<file path="src/logic/rtmi_pkg.sv">
package rtmi_pkg;
    // ========================================
    // information word field positions
    localparam int RTMI_TMO_BIT = 15;
    localparam int RTMI_IWD_BIT = 14;
    localparam int RTMI_GAP_BIT = 13;
    localparam int RTMI_WCT_BIT = 12;
    localparam int RTMI_SYN_BIT = 11;
    localparam int RTMI_SUM_BIT = 10;
    localparam int RTMI_BUSY_BIT = 9;
    localparam int RTMI_ILL_BIT = 8;
    localparam int RTMI_TXRT_BIT = 7;
    localparam int RTMI_T2T_BIT = 6;
    localparam int RTMI_BUS_BIT = 5;
    localparam int RTMI_WC_LSB = 0;
    localparam int RTMI_WC_W = 5;
    // ========================================
    // command word layout
    localparam int RTMI_CW_ADDR_LSB = 11;
    localparam int RTMI_CW_TR_BIT = 10;
    localparam int RTMI_CW_SA_LSB = 5;
    localparam logic [4:0] RTMI_BCAST_ADDR = 5'h1f;
    localparam logic [4:0] RTMI_SA_MODE_LO = 5'h00;
    localparam logic [4:0] RTMI_SA_MODE_HI = 5'h1f;
    localparam logic [5:0] RTMI_WC_FULL = 6'h20;
    // ========================================
    // data structure offsets from the data pointer
    localparam logic [15:0] RTMI_OFS_INFO = 16'h0000;
    localparam logic [15:0] RTMI_OFS_TAG = 16'h0001;
    localparam logic [15:0] RTMI_OFS_DATA = 16'h0002;
    localparam logic [15:0] RTMI_WORD_RST = 16'h0000;
endpackage

</file>
<file path="src/logic/rtmi_cw_check.sv">
`timescale 1ns/1ps
// second command word and status word checks for an rt-rt receive
module rtmi_cw_check import rtmi_pkg::*; (
    // command words
    input wire logic [15:0] i_first_command_word,
    input wire logic [15:0] i_second_command_word,
    // status word from the transmitting terminal
    input wire logic [15:0] i_status_word,
    input wire logic i_status_ok,
    // results
    output logic o_second_bad,
    output logic o_status_bad
);
    logic [4:0] addr1;
    logic [4:0] addr2;
    logic [4:0] sa2;

    // field extraction
    assign addr1 = i_first_command_word[RTMI_CW_ADDR_LSB +: 5];
    assign addr2 = i_second_command_word[RTMI_CW_ADDR_LSB +: 5];
    assign sa2 = i_second_command_word[RTMI_CW_SA_LSB +: 5];

    // any of the five illegal second-word shapes
    assign o_second_bad = (addr2 == RTMI_BCAST_ADDR) //RULE1
        || !i_second_command_word[RTMI_CW_TR_BIT]
        || (sa2 == RTMI_SA_MODE_LO) || (sa2 == RTMI_SA_MODE_HI)
        || ((addr2 == addr1) && (addr1 != RTMI_BCAST_ADDR));

    // invalid status or answer from the wrong terminal
    assign o_status_bad = !i_status_ok //RULE2
        || (i_status_word[RTMI_CW_ADDR_LSB +: 5] != addr2);
endmodule

</file>
<file path="src/logic/rtmi_info_word.sv">
`timescale 1ns/1ps
// How it works
// RULE1 - bad second command word sets transmit_terminal_error
// RULE2 - bad or misaddressed status sets transmit_terminal_error
// RULE3 - receive bit 6 marks error-free rt-rt
// RULE4 - bit 5 zero bus A, one bus B
// RULE5 - bits 4-0 copy word count, zero 32
// RULE6 - host stages transmit data and pointer first
// RULE7 - host reserves two leading record words
// RULE8 - pointer: info word, time tag, then data
// RULE9 - config bit3 low: bit 13 gap error
// RULE10 - transmit bit 12 flags unexpected data words
// RULE11 - transmit bit 10 summarises bits 12, 13
// RULE12 - bit 9 busy answer, no data sent
// RULE13 - bit 8 copies illegalization table entry
// RULE14 - transmit bit 6 marks error-free rt-rt
// RULE15 - receive bit 7 holds transmit_terminal_error
// RULE16 - receive bit 10 summarises bits 7, 11-15
// RULE17 - config bit3 high: bit 13 broadcast flag
// RULE18 - transmit bits 15, 14, 11, 7 zero
module rtmi_info_word import rtmi_pkg::*; (
    // clock and reset
    input wire logic i_core_clk,
    input wire logic i_sys_rst,
    // message framing
    input wire logic i_msg_start,
    input wire logic i_msg_done,
    input wire logic [15:0] i_first_command_word,
    input wire logic [15:0] i_data_pointer,
    input wire logic i_bus_select,
    input wire logic i_rt_to_rt,
    input wire logic i_broadcast,
    // rt-rt second command and status
    input wire logic i_second_word_valid,
    input wire logic [15:0] i_second_command_word,
    input wire logic i_status_valid,
    input wire logic [15:0] i_status_word,
    input wire logic i_status_ok,
    // error events, one-cycle pulses
    input wire logic i_gap_event,
    input wire logic i_count_event,
    input wire logic i_timeout_event,
    input wire logic i_invalid_word_event,
    input wire logic i_sync_event,
    // configuration and table bits
    input wire logic i_ext_cfg_bcast,
    input wire logic i_global_busy,
    input wire logic i_force_busy_bit,
    input wire logic i_illegal_entry,
    // results
    output logic [15:0] o_info_word,
    output logic o_info_write,
    output logic [15:0] o_info_addr,
    output logic [15:0] o_tag_addr,
    output logic [15:0] o_data_addr,
    output logic [5:0] o_data_words,
    output logic o_data_enable
);
    typedef enum logic [0:0] {
        RTMI_IDLE = 1'b0,
        RTMI_BUSY = 1'b1
    } rtmi_state_t;

    rtmi_state_t state_q;
    logic transmit_q;
    logic busy_q;
    logic [15:0] cmd_q;
    logic tmo_q, iwd_q, gap_q, wct_q, syn_q, txrt_q;
    logic tmo_d, iwd_d, gap_d, wct_d, syn_d, txrt_d;
    logic second_bad, status_bad;
    logic sum_d;
    logic [15:0] word_d;
    logic [4:0] wc;

    rtmi_cw_check u_check (
        .i_first_command_word(cmd_q),
        .i_second_command_word(i_second_command_word),
        .i_status_word(i_status_word),
        .i_status_ok(i_status_ok),
        .o_second_bad(second_bad),
        .o_status_bad(status_bad)
    );

    // ========================================
    // message framing
    // a new start inside a message restarts it; the old word is written only if done comes in the same cycle
    always_ff @(posedge i_core_clk) begin
        if (i_sys_rst) begin
            state_q <= RTMI_IDLE;
        end else if (i_msg_start) begin
            state_q <= RTMI_BUSY;
        end else begin
            case (state_q)
                RTMI_BUSY: begin
                    if (i_msg_done) begin
                        state_q <= RTMI_IDLE;
                    end
                end
                default: begin
                    state_q <= RTMI_IDLE;
                end
            endcase
        end
    end

    // command context latched at the command word
    always_ff @(posedge i_core_clk) begin
        if (i_sys_rst) begin
            cmd_q <= RTMI_WORD_RST;
            transmit_q <= 1'b0;
            busy_q <= 1'b0;
        end else if (i_msg_start) begin
            cmd_q <= i_first_command_word;
            transmit_q <= i_first_command_word[RTMI_CW_TR_BIT];
            busy_q <= i_global_busy || i_force_busy_bit; //RULE12
        end
    end

    // ========================================
    // sticky error flags, an event in the closing cycle still counts
    always_comb begin
        tmo_d = tmo_q || i_timeout_event;
        iwd_d = iwd_q || i_invalid_word_event;
        gap_d = gap_q || (i_gap_event && !i_ext_cfg_bcast); //RULE9
        wct_d = wct_q || i_count_event; //RULE10
        syn_d = syn_q || i_sync_event;
        txrt_d = txrt_q
            || (i_second_word_valid && i_rt_to_rt && second_bad) //RULE1
            || (i_status_valid && i_rt_to_rt && status_bad); //RULE2
    end

    always_ff @(posedge i_core_clk) begin
        if (i_sys_rst || i_msg_start) begin
            {tmo_q, iwd_q, gap_q, wct_q, syn_q, txrt_q} <= 6'h00;
        end else if (state_q == RTMI_BUSY) begin
            {tmo_q, iwd_q, gap_q, wct_q, syn_q, txrt_q} <=
                {tmo_d, iwd_d, gap_d, wct_d, syn_d, txrt_d};
        end
    end

    // ========================================
    // word assembly
    assign wc = cmd_q[RTMI_WC_LSB +: RTMI_WC_W];

    always_comb begin
        word_d = RTMI_WORD_RST; // unused transmit bits stay zero RULE18
        if (transmit_q) begin
            sum_d = gap_d || wct_d; //RULE11
        end else begin
            sum_d = tmo_d || iwd_d || gap_d || wct_d || syn_d //RULE16
                || txrt_d;
            word_d[RTMI_TMO_BIT] = tmo_d;
            word_d[RTMI_IWD_BIT] = iwd_d;
            word_d[RTMI_SYN_BIT] = syn_d;
            word_d[RTMI_TXRT_BIT] = txrt_d; //RULE15
        end
        // bit 13 doubles as broadcast flag under the alternate config
        word_d[RTMI_GAP_BIT] = i_ext_cfg_bcast ? i_broadcast : gap_d; //RULE17
        word_d[RTMI_WCT_BIT] = wct_d; //RULE10
        word_d[RTMI_SUM_BIT] = sum_d;
        word_d[RTMI_BUSY_BIT] = busy_q; //RULE12
        word_d[RTMI_ILL_BIT] = i_illegal_entry; //RULE13
        word_d[RTMI_T2T_BIT] = i_rt_to_rt && !sum_d; //RULE3 RULE14
        word_d[RTMI_BUS_BIT] = i_bus_select; //RULE4
        word_d[RTMI_WC_LSB +: RTMI_WC_W] = wc; //RULE5
    end

    // write strobe and word, one cycle after the done pulse
    always_ff @(posedge i_core_clk) begin
        if (i_sys_rst) begin
            o_info_word <= RTMI_WORD_RST;
            o_info_write <= 1'b0;
        end else begin
            o_info_write <= i_msg_done && (state_q == RTMI_BUSY);
            if (i_msg_done && (state_q == RTMI_BUSY)) begin
                o_info_word <= word_d;
            end
        end
    end

    // ========================================
    // record layout; the host must have staged data beforehand
    always_ff @(posedge i_core_clk) begin
        if (i_sys_rst) begin
            o_info_addr <= RTMI_WORD_RST;
            o_tag_addr <= RTMI_WORD_RST;
            o_data_addr <= RTMI_WORD_RST;
        end else if (i_msg_start) begin
            o_info_addr <= i_data_pointer + RTMI_OFS_INFO; //RULE8
            o_tag_addr <= i_data_pointer + RTMI_OFS_TAG;
            o_data_addr <= i_data_pointer + RTMI_OFS_DATA; //RULE7
        end
    end

    // data word total and transmit data gate
    always_ff @(posedge i_core_clk) begin
        if (i_sys_rst) begin
            o_data_words <= 6'h00;
            o_data_enable <= 1'b0;
        end else if (i_msg_start) begin
            o_data_words <= (i_first_command_word[4:0] == 5'h00) ?
                RTMI_WC_FULL : {1'b0, i_first_command_word[4:0]}; //RULE5
            o_data_enable <= i_first_command_word[RTMI_CW_TR_BIT]
                && !(i_global_busy || i_force_busy_bit); //RULE12 RULE6
        end else if (i_msg_done) begin
            o_data_enable <= 1'b0;
        end
    end

    // ========================================
    // checks
    property p_write_follows_done;
        @(posedge i_core_clk) disable iff (i_sys_rst)
        (i_msg_done && state_q == RTMI_BUSY) |=> o_info_write;
    endproperty
    a_write_follows_done: assert property (p_write_follows_done) //RULE8
        else $error("info word not written after done");

    property p_bus_bit;
        @(posedge i_core_clk) disable iff (i_sys_rst)
        (i_msg_done && state_q == RTMI_BUSY)
            |=> o_info_word[RTMI_BUS_BIT] == $past(i_bus_select);
    endproperty
    a_bus_bit: assert property (p_bus_bit) //RULE4
        else $error("bus bit mismatch");

    property p_wc_copy;
        @(posedge i_core_clk) disable iff (i_sys_rst)
        o_info_write |-> o_info_word[4:0] == cmd_q[4:0];
    endproperty
    a_wc_copy: assert property (p_wc_copy) //RULE5
        else $error("word count field mismatch");

    property p_tx_unused_zero;
        @(posedge i_core_clk) disable iff (i_sys_rst)
        (o_info_write && transmit_q) |-> (o_info_word[15] == 1'b0
            && o_info_word[14] == 1'b0 && o_info_word[11] == 1'b0
            && o_info_word[7] == 1'b0);
    endproperty
    a_tx_unused_zero: assert property (p_tx_unused_zero) //RULE18
        else $error("unused transmit bits set");

    property p_tx_summary;
        @(posedge i_core_clk) disable iff (i_sys_rst)
        (o_info_write && transmit_q) |-> o_info_word[RTMI_SUM_BIT]
            == (wct_q || (o_info_word[RTMI_GAP_BIT] && !i_ext_cfg_bcast));
    endproperty
    a_tx_summary: assert property (p_tx_summary) //RULE11
        else $error("transmit summary bit wrong");

    // the flag must follow the rt-rt input, not only avoid errors
    property p_t2t_clean;
        @(posedge i_core_clk) disable iff (i_sys_rst)
        o_info_write |-> o_info_word[RTMI_T2T_BIT]
            == ($past(i_rt_to_rt) && !o_info_word[RTMI_SUM_BIT]);
    endproperty
    a_t2t_clean: assert property (p_t2t_clean) //RULE3
        else $error("rt-rt flag disagrees with errors");

    property p_busy_no_data;
        @(posedge i_core_clk) disable iff (i_sys_rst)
        (i_msg_start && (i_global_busy || i_force_busy_bit))
            |=> !o_data_enable;
    endproperty
    a_busy_no_data: assert property (p_busy_no_data) //RULE12
        else $error("data enabled while busy");

    property p_second_error;
        @(posedge i_core_clk) disable iff (i_sys_rst || i_msg_start)
        (state_q == RTMI_BUSY && i_second_word_valid && i_rt_to_rt
            && second_bad) |=> txrt_q;
    endproperty
    a_second_error: assert property (p_second_error) //RULE1
        else $error("bad second command not flagged");

    property p_rx_summary;
        @(posedge i_core_clk) disable iff (i_sys_rst)
        (o_info_write && !transmit_q && o_info_word[RTMI_TXRT_BIT])
            |-> o_info_word[RTMI_SUM_BIT];
    endproperty
    a_rx_summary: assert property (p_rx_summary) //RULE16
        else $error("receive summary bit missing");

    property p_tag_addr;
        @(posedge i_core_clk) disable iff (i_sys_rst)
        i_msg_start |=> o_tag_addr == $past(i_data_pointer) + RTMI_OFS_TAG;
    endproperty
    a_tag_addr: assert property (p_tag_addr) //RULE8
        else $error("time tag address wrong");
endmodule

</file>
<file path="config.mk">
export PLATFORM = sky130hd
export DESIGN_NAME = rtmi_info_word
export DESIGN_NICKNAME = d
export VERILOG_FILES = /design/src/logic/rtmi_pkg.sv /design/src/logic/rtmi_cw_check.sv /design/src/logic/rtmi_info_word.sv
export SDC_FILE = /design/constraint.sdc
export NUM_CORES = 1
export LEC_CHECK = 0
export BUFFER_PORTS_ARGS = -buffer_cell sky130_fd_sc_hd__buf_2
export CAP_MARGIN = 10
export CORE_MARGIN = 1
export CORE_UTILIZATION = 43
export CTS_BUF_LIST = sky130_fd_sc_hd__clkbuf_4 sky130_fd_sc_hd__clkbuf_8 sky130_fd_sc_hd__clkbuf_16
export CTS_CLUSTER_DIAMETER = 80
export DETAILED_ROUTE_END_ITERATION = 6
export PLACE_DENSITY = 0.85
export SLEW_MARGIN = 20
export SYNTH_ARGS = -nofsm -noshare
export SYNTH_HDL_FRONTEND = slang
export SYNTH_SLANG_ARGS = --single-unit
</file>
<file path="constraint.sdc">
create_clock -name i_core_clk -period 1.7 [get_ports i_core_clk]
set_clock_uncertainty 0.15 [all_clocks]
set_input_delay 0.085 -clock i_core_clk [delete_from_list [all_inputs] [get_ports i_core_clk]]
set_output_delay 0.085 -clock i_core_clk [all_outputs]
set_load 0.005 [all_outputs]
</file>
-- Word-level counts from Yosys, hierarchy flattened
Index checks and enable logic that the tools add are counted.
- bits in registers: 97
- input port bits: 83
- output and inout bits: 72
- logic and storage cells: 72
- add/subtract/negate cells: 2
- equality and inequality tests: 5
- muxes and demuxes: 11
- reduce and logical (&&, ||, !) cells: 37
- operators with widths (cell ; count):
    1-bit logical OR ; 20
    16-bit by 1-bit adder with 16-bit output (second input constant) ; 1
    16-bit by 2-bit adder with 16-bit output (second input constant) ; 1
    5-bit equality test (second input constant) ; 2
    5-bit logical NOT ; 2
    1-bit logical AND ; 9
    1-bit two-way mux ; 9
    6-bit two-way mux ; 1
    5-bit equality test ; 1
    1-bit logical NOT ; 5
    5-bit inequality test ; 1
    5-bit inequality test (second input constant) ; 1
    2-bit two-way mux ; 1
    2-bit nonzero test ; 1

-- Logic depth before layout (Yosys ltp)
Gate-level depths: netlist (run 1).
- word-level depth: 12
- depth in mapped cells: 9
- mapped depth without buffers: 7

-- Modules after synthesis
Synthesis (run 1) repeated with hierarchy kept, for this count alone.
- cells, all modules: 462
- area total of the unflattened synthesis: 4186.5 um^2
- modules (own cells, without submodules) (module ; times used ; cells an instance ; area an instance (um^2) ; seq. area each (um^2)):
    rtmi_info_word ; 1 ; 439 ; 4027.6 ; 1901.8
    rtmi_cw_check ; 1 ; 23 ; 158.9 ; 0.0

-- Worst setup path before layout (run 1)
OpenSTA, ideal clock, no wires.
- path type: in2reg
- from: input i_data_pointer[1]
- to: register o_data_addr[15]
- library setup time: 0.136 ns
- arrival time: 1.442 ns
- data required time: 1.414 ns
- path slack: -0.028 ns
- stages: 9
- path buffers: 2
- cells stage by stage: ha_1 and3_1 buf_4 and4_1 buf_4 and3_4 nand3_1 xor2_1 a211oi_2
- cells in the longest elaborated chain, start to end: 1
- RTL lines (item ; line ; source):
    start: declaration ; rtmi_info_word.sv:29 ; input wire logic [15:0] i_data_pointer,
    16-bit by 2-bit adder with 16-bit output ; rtmi_info_word.sv:191 ; o_data_addr <= i_data_pointer + RTMI_OFS_DATA;
    end signal: assignment ; rtmi_info_word.sv:191 ;
    end: declaration ; rtmi_info_word.sv:55 ; output logic [15:0] o_data_addr,
No other way between the ends.
A chain may end at the register's enable or synchronous reset.

-- Worst setup path after layout (run 1)
- from: register state_q
- to: register o_info_word[6]
- cells in the longest elaborated chain, start to end: 1
- RTL lines (item ; line ; source):
    start: declaration ; rtmi_info_word.sv:64 ; rtmi_state_t state_q;
    start signal: assignment ; rtmi_info_word.sv:89 ; state_q <= RTMI_IDLE;
    start signal: assignment ; rtmi_info_word.sv:91 ; state_q <= RTMI_BUSY;
    start signal: assignment ; rtmi_info_word.sv:96 ; state_q <= RTMI_IDLE;
    1-bit logical AND ; rtmi_info_word.sv:175 ; if (i_msg_done && (state_q == RTMI_BUSY)) begin
    end signal: assignment ; rtmi_info_word.sv:176 ; o_info_word <= word_d;
    end: declaration ; rtmi_info_word.sv:51 ; output logic [15:0] o_info_word,
No other way between the ends.

==> results of run 1 <==
[registers in the layout, summed over array words and instances (netlist names)]
signal         count
wct_q              1
txrt_q             1
gap_q              1
tmo_q              1
o_info_word       16
syn_q              1
o_data_enable      1
state_q            1
o_info_addr       16
o_tag_addr        16
o_data_words       6
o_info_write       1
iwd_q              1
o_data_addr       15
cmd_q             11
busy_q             1
[kinds of logic (layout without fill, tap and decap cells)]
group	Yosys count	count (layout)
fa+ha+maj	2	2
mux	25	25
compound gates	81	81
xor+xnor	27	27
flops	90	90
buf+inv	36	216
simple gates	169	169
[per-layer routing]
| layer | share of wire | global-route usage | up-vias |
|---|---|---|---|
| li1 | - | - | 1842 |
| met1 | 0.41 | 0.259 | 1747 |
| met4 | 0.023 | 0.108 | 0 |
| met3 | 0.052 | 0.0427 | 20 |
| met5 | 0 | 0 | - |
| met2 | 0.51 | 0.419 | 141 |
[critical path, stage by stage, from the launching register on]
cell	delay, ns
dfxtp_2	0.35
nand2_2	0.05
or3_4	0.38
nor3_4	0.21
and4_1	0.23
nand4bb_1	0.10
a21oi_1	0.13
[cells in the mapped netlist (3+ instances only)]
master	count	area, µm²
or3_1	13	81.3
a211oi_1	19	143
mux2i_1	25	250
nand3_1	10	50.1
buf_4	3	22.5
o21ai_0	12	60.1
clkbuf_1	22	82.6
nand2_1	35	131
dfxtp_1	90	1800
and3_1	4	25.0
buf_2	6	30.0
xor2_1	22	193
xnor2_1	5	43.8
nor2_1	75	282
a21oi_1	31	155
nor3_1	6	30.0
a311oi_1	9	78.8
nand2b_1	12	75.1
[power by group through the flow]
stage	logic (mW)	clock network, mW	registers (mW)
finish	0.701	1.45	2.29
detailed placement	0.615	0	2.34
global route	0.769	1.58	2.30
global placement	0.594	0	2.33
floorplan	0.301	0	2.34
CTS	0.685	1.47	2.29
[layout by cell type, fill, tap and decap left out, drive strengths merged, types with 2 or more instances in the layout]
master and instances:
nand3 12, a211oi 20, a311oi 9, clkbuf 9
buf 162, xor2 22, and4 2, o21ai 12
xnor2 5, a41oi 2, or3 13, nand2b 12
mux2i 25, and3 5, inv 3, and2 2
nor3 6, nor4 2, nand2 35, ha 2
clkinv 2, a21oi 31, nor2 75, dfxtp 90
dlygate4sd3 36, clkinvlp 2
[through the flow]
step / util / hold slack [ns]
after global routing: 0.634 / 0.0133
after global placement: 0.561 / 0.175
after detailed placement: 0.561 / 0.183
final: 0.634 / 0.00994
after CTS: 0.629 / 0.00118
after floorplan: - / 0.0710
[area by class of cell]
cell class | instances | area (µm²)
Clock buffer | 9 | 124
Clock inverter | 6 | 67.6
Fill cell | 688 | 3050
Inverter | 2 | 7.51
Multi-Input combinational cell | 304 | 1860
Sequential cell | 90 | 1800
Tap cell | 105 | 131
Timing Repair Buffer | 199 | 1300
[path summary, 6_finish.rpt]
kind / from / to / slack [ns] / cells past startpoint
worst min-delay path: i_data_pointer[2] / o_data_addr[2] / 0.01 / 4
worst max-delay path: state_q / o_info_word[6] / 0.03 / 6
worst max register to register: state_q / o_info_word[6] / 0.03 / 6
worst min register to register: cmd_q[1] / o_info_word[1] / 0.30 / 2
[what timing repair did]
action | CTS | global route
endpoints found under the hold margin | 58 | 0
hold buffers | 37 | 0
pin swaps | 0 | 4
buffers inserted | 0 | 2
resized for setup | 2 | 7
setup endpoints to repair | 3 | 6
==> impl_metrics.tcl, run 1 <==
set metrics [dict create \
    htreeDepth 3 \
    final_hold_viol_count 0 \
    dr.pass1.iters 4 \
    core_area_um2 8340 \
    first_iter_violations 121 \
    cts_buffers 9 \
    path_class "reg2reg" \
    drc 0 \
    end_kind "register" \
    ant_nets 0 \
    antenna_found_initial 0 \
    worstSetupStartpointType "register" \
    synth_top_family_by_area "simple AND/OR/NAND/NOR gates" \
    tightest_slew_ns 0.480 \
    timing.final.crit_share 0.983 \
    worstSkewPairLatency_ns 0.35 \
    layout.cells.non_filler 715 \
    grt_pass1_wl_um 16300 \
    synth_fa_ha_area_frac 0.00662 \
    wl_um 10700 \
    placed_area_um2 4680 \
    placedCellCount 661 \
    synth-main-ff-cell "dfxtp_1" \
    dp_slack_ns -0.187 \
    required_ns 1.84 \
    slew_headroom 0.680 \
    via_per_inst 5.24 \
    die_h_um 95.7 \
    critPathMaxFanout 2 \
    p_leak_nw 2.38 \
    hpwl_um 7090 \
    vias 3750 \
    finalPower_mw 4.44 \
    setup_viol 0 \
    grt_pass1_vias 3588 \
    cts_sinks 90 \
    clk_pin_slew_ns 0.09 \
    synth_xor_area_frac 0.0626 \
    clkPwrFrac 0.326 \
    synth-compound-area-share 0.139 \
    syn-num-nets 515 \
    routedWlPerCell_um 14.9 \
    syn-cell-area_um2 3780 \
    initial_core_util 0.453 \
    period_needed_ns 1.67 \
    worstHoldPathType "in2reg" \
    critPathArrivalTime_ns 1.81 \
    rows 33 \
    max_freq_mhz 599 \
    grt_start_max_net_pins 45 \
    synth-simple-area-share 0.208 \
    p_sw_mw 1.19 \
    synth-seq-cells 90 \
    drive_gt1_frac 0.311 \
    diodes 0 \
    seqPwrFrac 0.516 \
    power_density_nw_per_um2 840 \
    place_congestion 0.883 \
    grt-ovfl-total 0 \
    drv_cap 0 \
    ir_worst_vdd_mv 0.501 \
    gr-usage-all-layers 0.231 \
    p_comb_frac 0.158 \
    port_buffers 133 \
    syn_inst 430 \
    yosysUniqueCellTypes 41 \
    swShare 0.267 \
    cts_tree "built" \
    synth_mux_area_frac 0.0662 \
    cts_root_buf "clkbuf_8" \
    area_delta_synth_final_pct 40.0 \
    outcome "complete, no violations" \
    ios 155 \
    fp.dieArea_um2 9170 \
    rsz0062_at_grt "yes" \
    tns_ns 0 \
    ys_async_sr_fraction 0 \
    yosysWarnings 0 \
    finalWorstSetupSlack_ns 0.0295 \
    final_cell_area_um2 5290 \
    finalNetCount 691 \
    intPower_mw 3.25 \
    ys_seq_area_frac 0.477 \
    clockBufferDepth 2 \
    slew_viol_final 0 \
    synth_area_per_cell_um2 8.79 \
    synth_edf_count 0 \
    die_w_um 95.7 \
]
Power figures use the tool's default switching activity.
==> inputs of run 2 (changes only) <==
CORE_UTILIZATION = 52   (was 43)
PLACE_DENSITY = 0.94   (was 0.85)
clock period = 2.1 ns   (was 1.7 ns; I/O delays follow)
==> run 2 against run 1 <==
Against the previous run:
- power fell by 23%
- critical path type is now in2reg
- sequential share of layout area rose by 1.4 points
- largest cell class unchanged
- clock-buffer cell count rose by 1
- register-to-register slack improved by 0.25 ns
- utilization rose by 10 points
- critical path depth rose by 1
- highest routed layer unchanged
- first-iteration DRC count rose by 36%
- worst hold slack improved by 0.021 ns
- final cell count fell by 3.5%
- flip-flop and latch count did not move
==> impl_metrics.tcl, run 2 (synthesis results as in run 1) <==
set metrics [dict create \
    critPathMaxFanout 6 \
    place_congestion 0.795 \
    drive_gt1_frac 0.283 \
    die_w_um 87.2 \
    rsz0062_at_grt "no" \
    via_per_inst 5.38 \
    tightest_slew_ns 0.613 \
    fp.dieArea_um2 7610 \
    die_h_um 87.2 \
    drv_cap 0 \
    required_ns 2.19 \
    outcome "complete, no violations" \
    cts_buffers 9 \
    worstSetupStartpointType "primary input" \
    clockBufferDepth 2 \
    slew_viol_final 0 \
    gr-usage-all-layers 0.268 \
    first_iter_violations 164 \
    core_area_um2 6910 \
    grt_pass1_wl_um 15900 \
    ant_nets 0 \
    cts_sinks 90 \
    power_density_nw_per_um2 674 \
    slew_headroom 0.592 \
    final_hold_viol_count 0 \
    worstHoldPathType "in2reg" \
    worst_r2r_startpoint "state_q" \
    setup_viol 0 \
    cts_setup_buffers 0 \
    final_common_cell "buf_2" \
    rows 30 \
    path_class "in2reg" \
    grt_start_max_net_pins 52 \
    wl_um 10200 \
    tns_ns 0 \
    most-common-layout-cells "buf_2 (132), dfxtp_1 (90), nor2_1 (75), dlygate4sd3_1 (38), nand2_1 (35)" \
    nFillCells 554 \
    drc 0 \
    end_kind "register" \
    antenna_found_initial 0 \
    diodes 0 \
    dr.pass1.iters 4 \
    r2r_end "o_info_word[6]" \
    finalNetCount 674 \
    critPathArrivalTime_ns 2.07 \
    routedWlPerCell_um 14.7 \
    critPathLaunch "i_data_pointer[3]" \
    htreeDepth 3 \
    grt-ovfl-total 0 \
    port_buffers 133 \
    holdPathEnd "o_info_word[12]" \
    hold_depth 2 \
    timing.final.crit_share 0.943 \
    final_cell_area_um2 5080 \
    ff2ff_setup_slack_ns 0.28 \
    placed_area_um2 4510 \
    area_delta_synth_final_pct 34.4 \
    clk_pin_slew_ns 0.08 \
    max_freq_mhz 505 \
    cts_tree "built" \
    rr_worst_depth 6 \
    vias 3711 \
    cts_root_buf "clkbuf_8" \
    hpwl_um 6800 \
    p_leak_nw 2.27 \
    period_needed_ns 1.98 \
    ios 155 \
    top_regs "o_info_addr x16, o_info_word x16, o_tag_addr x16" \
    worstSkewPairLatency_ns 0.33 \
    ir_worst_vdd_mv 0.456 \
    min_from "i_sys_rst" \
    initial_core_util 0.547 \
    grt_pass1_vias 3513 \
]
run 2: worst max path at each step:
stage          cells past startpoint              end
2_1_floorplan                      9  o_data_addr[15]
3_3_place_gp                       6   o_tag_addr[12]
3_5_place_dp                       6   o_tag_addr[12]
4_1_cts                            6   o_tag_addr[14]
5_1_grt                            7   o_tag_addr[15]
6_report                           7   o_tag_addr[15]
run 2: power by group:
group	switching [mW]	total, mW	internal, mW
clock network	0.593	1.04	0.446
logic	0.269	0.529	0.260
registers	0.0556	1.86	1.80
total	0.918	3.42	2.51
run 2: layer usage:
| layer | up-vias | routed length [µm] | GRT usage |
|---|---|---|---|
| met2 | 142 | 5250 | 0.474 |
| met3 | 20 | 504 | 0.0512 |
| met5 | - | 0 | 0 |
| met4 | 0 | 185 | 0.119 |
| met1 | 1749 | 4220 | 0.313 |
| li1 | 1800 | - | - |
run 2: final cells by class:
type / instances / area (µm²) / share of cell area
tap: 96 / 120 / 0.0237
clock inverter: 6 / 42.5 / 0.00838
sequential: 90 / 1800 / 0.355
timing repair buffer: 182 / 1140 / 0.225
multi-input combinational: 304 / 1830 / 0.361
inverter: 2 / 7.51 / 0.00148
clock buffer: 10 / 131 / 0.0259
run 2: through the flow:
step | hold slack [ns] | setup WS [ns] | std cells | total power [mW] | util
global placement | 0.189 | 0.183 | 636 | 2.33 | 0.654
global route | 0.0216 | 0.0522 | 690 | 3.58 | 0.735
CTS | 0.00900 | 0.0991 | 690 | 3.44 | 0.734
floorplan | 0.0910 | 0.352 | 430 | 2.14 | -
finish | 0.0311 | 0.119 | 690 | 3.42 | 0.735
detailed placement | 0.204 | 0.101 | 636 | 2.36 | 0.654
run 2: repair_timing:
action / 4_1_cts / 5_1_grt
hold buffers: 38 / 0
endpoints found under the setup margin: 0 / 2
hold endpoints to repair: 55 / 0
gates resized for setup: 0 / 2
run 2: worst max-delay path, stage by stage:
cell and delay [ns]:
dlygate4sd3_1 0.53, buf_2 0.19, and3_1 0.19, and4_1 0.36, nand3_2 0.10, or3_1 0.31
a311oi_1 0.28
==> inputs of run 3 (changes only) <==
CORE_UTILIZATION = 43   (was 52)
PLACE_DENSITY = 0.85   (was 0.94)
clock period = 1.8 ns   (was 2.1 ns; I/O delays follow)
==> run 3 against run 2 <==
Against the previous run:
- largest power group unchanged
- sequential power rose by 16%
- design area rose by 3.5%
- wire length rose by 2.5%
- die area rose by 20%
- register-to-register slack got worse by 0.26 ns
- critical path type is now reg2reg
- via count rose by 1.2%
- utilization fell by 11 points
- worst hold slack got worse by 0.017 ns
- non-clock buffer count rose by 12
- flip-flop and latch count did not move
==> impl_metrics.tcl, run 3 (synthesis results as in run 1) <==
set metrics [dict create \
    cts_sinks 90 \
    ios 155 \
    final_common_cell "buf_2" \
    grt_pass1_vias 3545 \
    top_regs "o_info_addr x16, o_info_word x16, o_tag_addr x16" \
    finalNetCount 686 \
    finalPower_mw 4.10 \
    cts_buffers 9 \
    max_freq_mhz 561 \
    timing.final.crit_share 0.991 \
    drv_cap 0 \
    vias 3755 \
    drc 0 \
    rr_worst_depth 6 \
    rsz0062_at_grt "yes" \
    antenna_found_initial 0 \
    utilization 0.630 \
    cts_root_buf "clkbuf_8" \
    routedWlPerCell_um 14.6 \
    area_delta_synth_final_pct 39.1 \
    gr-usage-all-layers 0.230 \
    period_needed_ns 1.78 \
    placedCellCount 653 \
    ant_nets 0 \
    grt_start_max_net_pins 61 \
    die_h_um 95.7 \
    power_density_nw_per_um2 781 \
    core_area_um2 8340 \
    path_class "reg2reg" \
    worstHoldPathType "in2reg" \
    ff2ff_setup_slack_ns 0.02 \
    via_per_inst 5.28 \
    slew_viol_final 0 \
    hpwl_um 6810 \
    setup_viol 0 \
    worstSetupStartpointType "register" \
    fp.dieArea_um2 9170 \
    multi_input_area_um2 1850 \
    nFillCells 684 \
    first_iter_violations 170 \
    worstSkewPairLatency_ns 0.35 \
    htreeDepth 3 \
    tightest_slew_ns 0.531 \
    port_buffers 133 \
    rows 33 \
    critPathLaunch "cmd_q[13]" \
    cts_tree "built" \
    end_kind "register" \
    critPathMaxFanout 3 \
    layout.cells.non_filler 711 \
    p_leak_nw 2.35 \
    clk_pin_slew_ns 0.09 \
    initial_core_util 0.453 \
    min_from "i_data_pointer[2]" \
    die_w_um 95.7 \
    final_hold_viol_count 0 \
    holdPathEnd "o_data_addr[2]" \
    grt_pass1_wl_um 16300 \
    cts_setup_buffers 0 \
    required_ns 1.92 \
    place_congestion 0.867 \
    drive_gt1_frac 0.295 \
    r2r_end "o_info_word[10]" \
    outcome "complete, no violations" \
    diodes 0 \
    hold_depth 4 \
    grt-ovfl-total 0 \
    worst_r2r_startpoint "cmd_q[13]" \
    tns_ns 0 \
    clockBufferDepth 2 \
    slew_headroom 0.646 \
    critPathArrivalTime_ns 1.90 \
    wl_um 10400 \
    dr.pass1.iters 4 \
    most-common-layout-cells "buf_2 (132), dfxtp_1 (90), nor2_1 (74), dlygate4sd3_1 (42), nand2_1 (35)" \
    area.sequential_um2 1800 \
    ir_worst_vdd_mv 0.410 \
]
[run 3: cell types whose count changed in the layout (fill, tap and decap cells not counted), moves of 2 or more]
cell           change
buf_4              +5
or3_1              +2
or3_4              -2
dlygate4sd3_1      +4
buf_12             +3
[run 3: where the power goes]
part           switching [mW]  internal, mW
registers              0.0622          2.10
logic                   0.329         0.331
clock network           0.718         0.563
[run 3: final cells by class]
| class | instances | share of cell area |
|---|---|---|
| sequential | 90 | 0.343 |
| clock inverter | 5 | 0.00738 |
| clock buffer | 11 | 0.0276 |
| multi-input combinational | 304 | 0.352 |
| inverter | 2 | 0.00143 |
| tap | 105 | 0.0250 |
| timing repair buffer | 194 | 0.244 |
[run 3: worst max path at each step]
stage	end	slack [ns]
floorplan	o_data_addr[15]	0.07
global placement	o_data_addr[15]	0.007
detailed placement	o_info_word[10]	-0.05
CTS	o_info_word[10]	0.003
global route	o_info_word[10]	-0.09
finish	o_info_word[10]	0.02
[run 3: per-layer routing]
layer	GRT usage	wire length, µm	share of wire
met1	0.264	4210	0.40
met2	0.413	5310	0.51
met3	0.0442	625	0.060
met4	0.101	265	0.025
met5	0	0	0
[run 3: metrics by stage]
step	setup slack [ns]	cell area (µm²)	hold WS [ns]
finish	0.0160	5260	0.0138
global route	-0.0892	5260	0.0200
CTS	0.00314	5240	0.00405
global placement	0.00655	4620	0.179
floorplan	0.0668	3780	0.0760
detailed placement	-0.0478	4620	0.182
[run 3: worst max-delay path, stage by stage (launching register included)]
cell	delay, ns
dfxtp_1	0.35
xor2_1	0.18
nor4_2	0.32
o21ai_1	0.14
a41oi_2	0.26
nor2_2	0.09
a221oi_2	0.22
[run 3: timing repair]
item / in CTS / in global routing
pin swaps: 0 / 1
hold endpoints to repair: 61 / 0
endpoints found under the setup margin: 1 / 4
hold buffers: 42 / 0
resized for setup: 1 / 5
cloned: 0 / 0
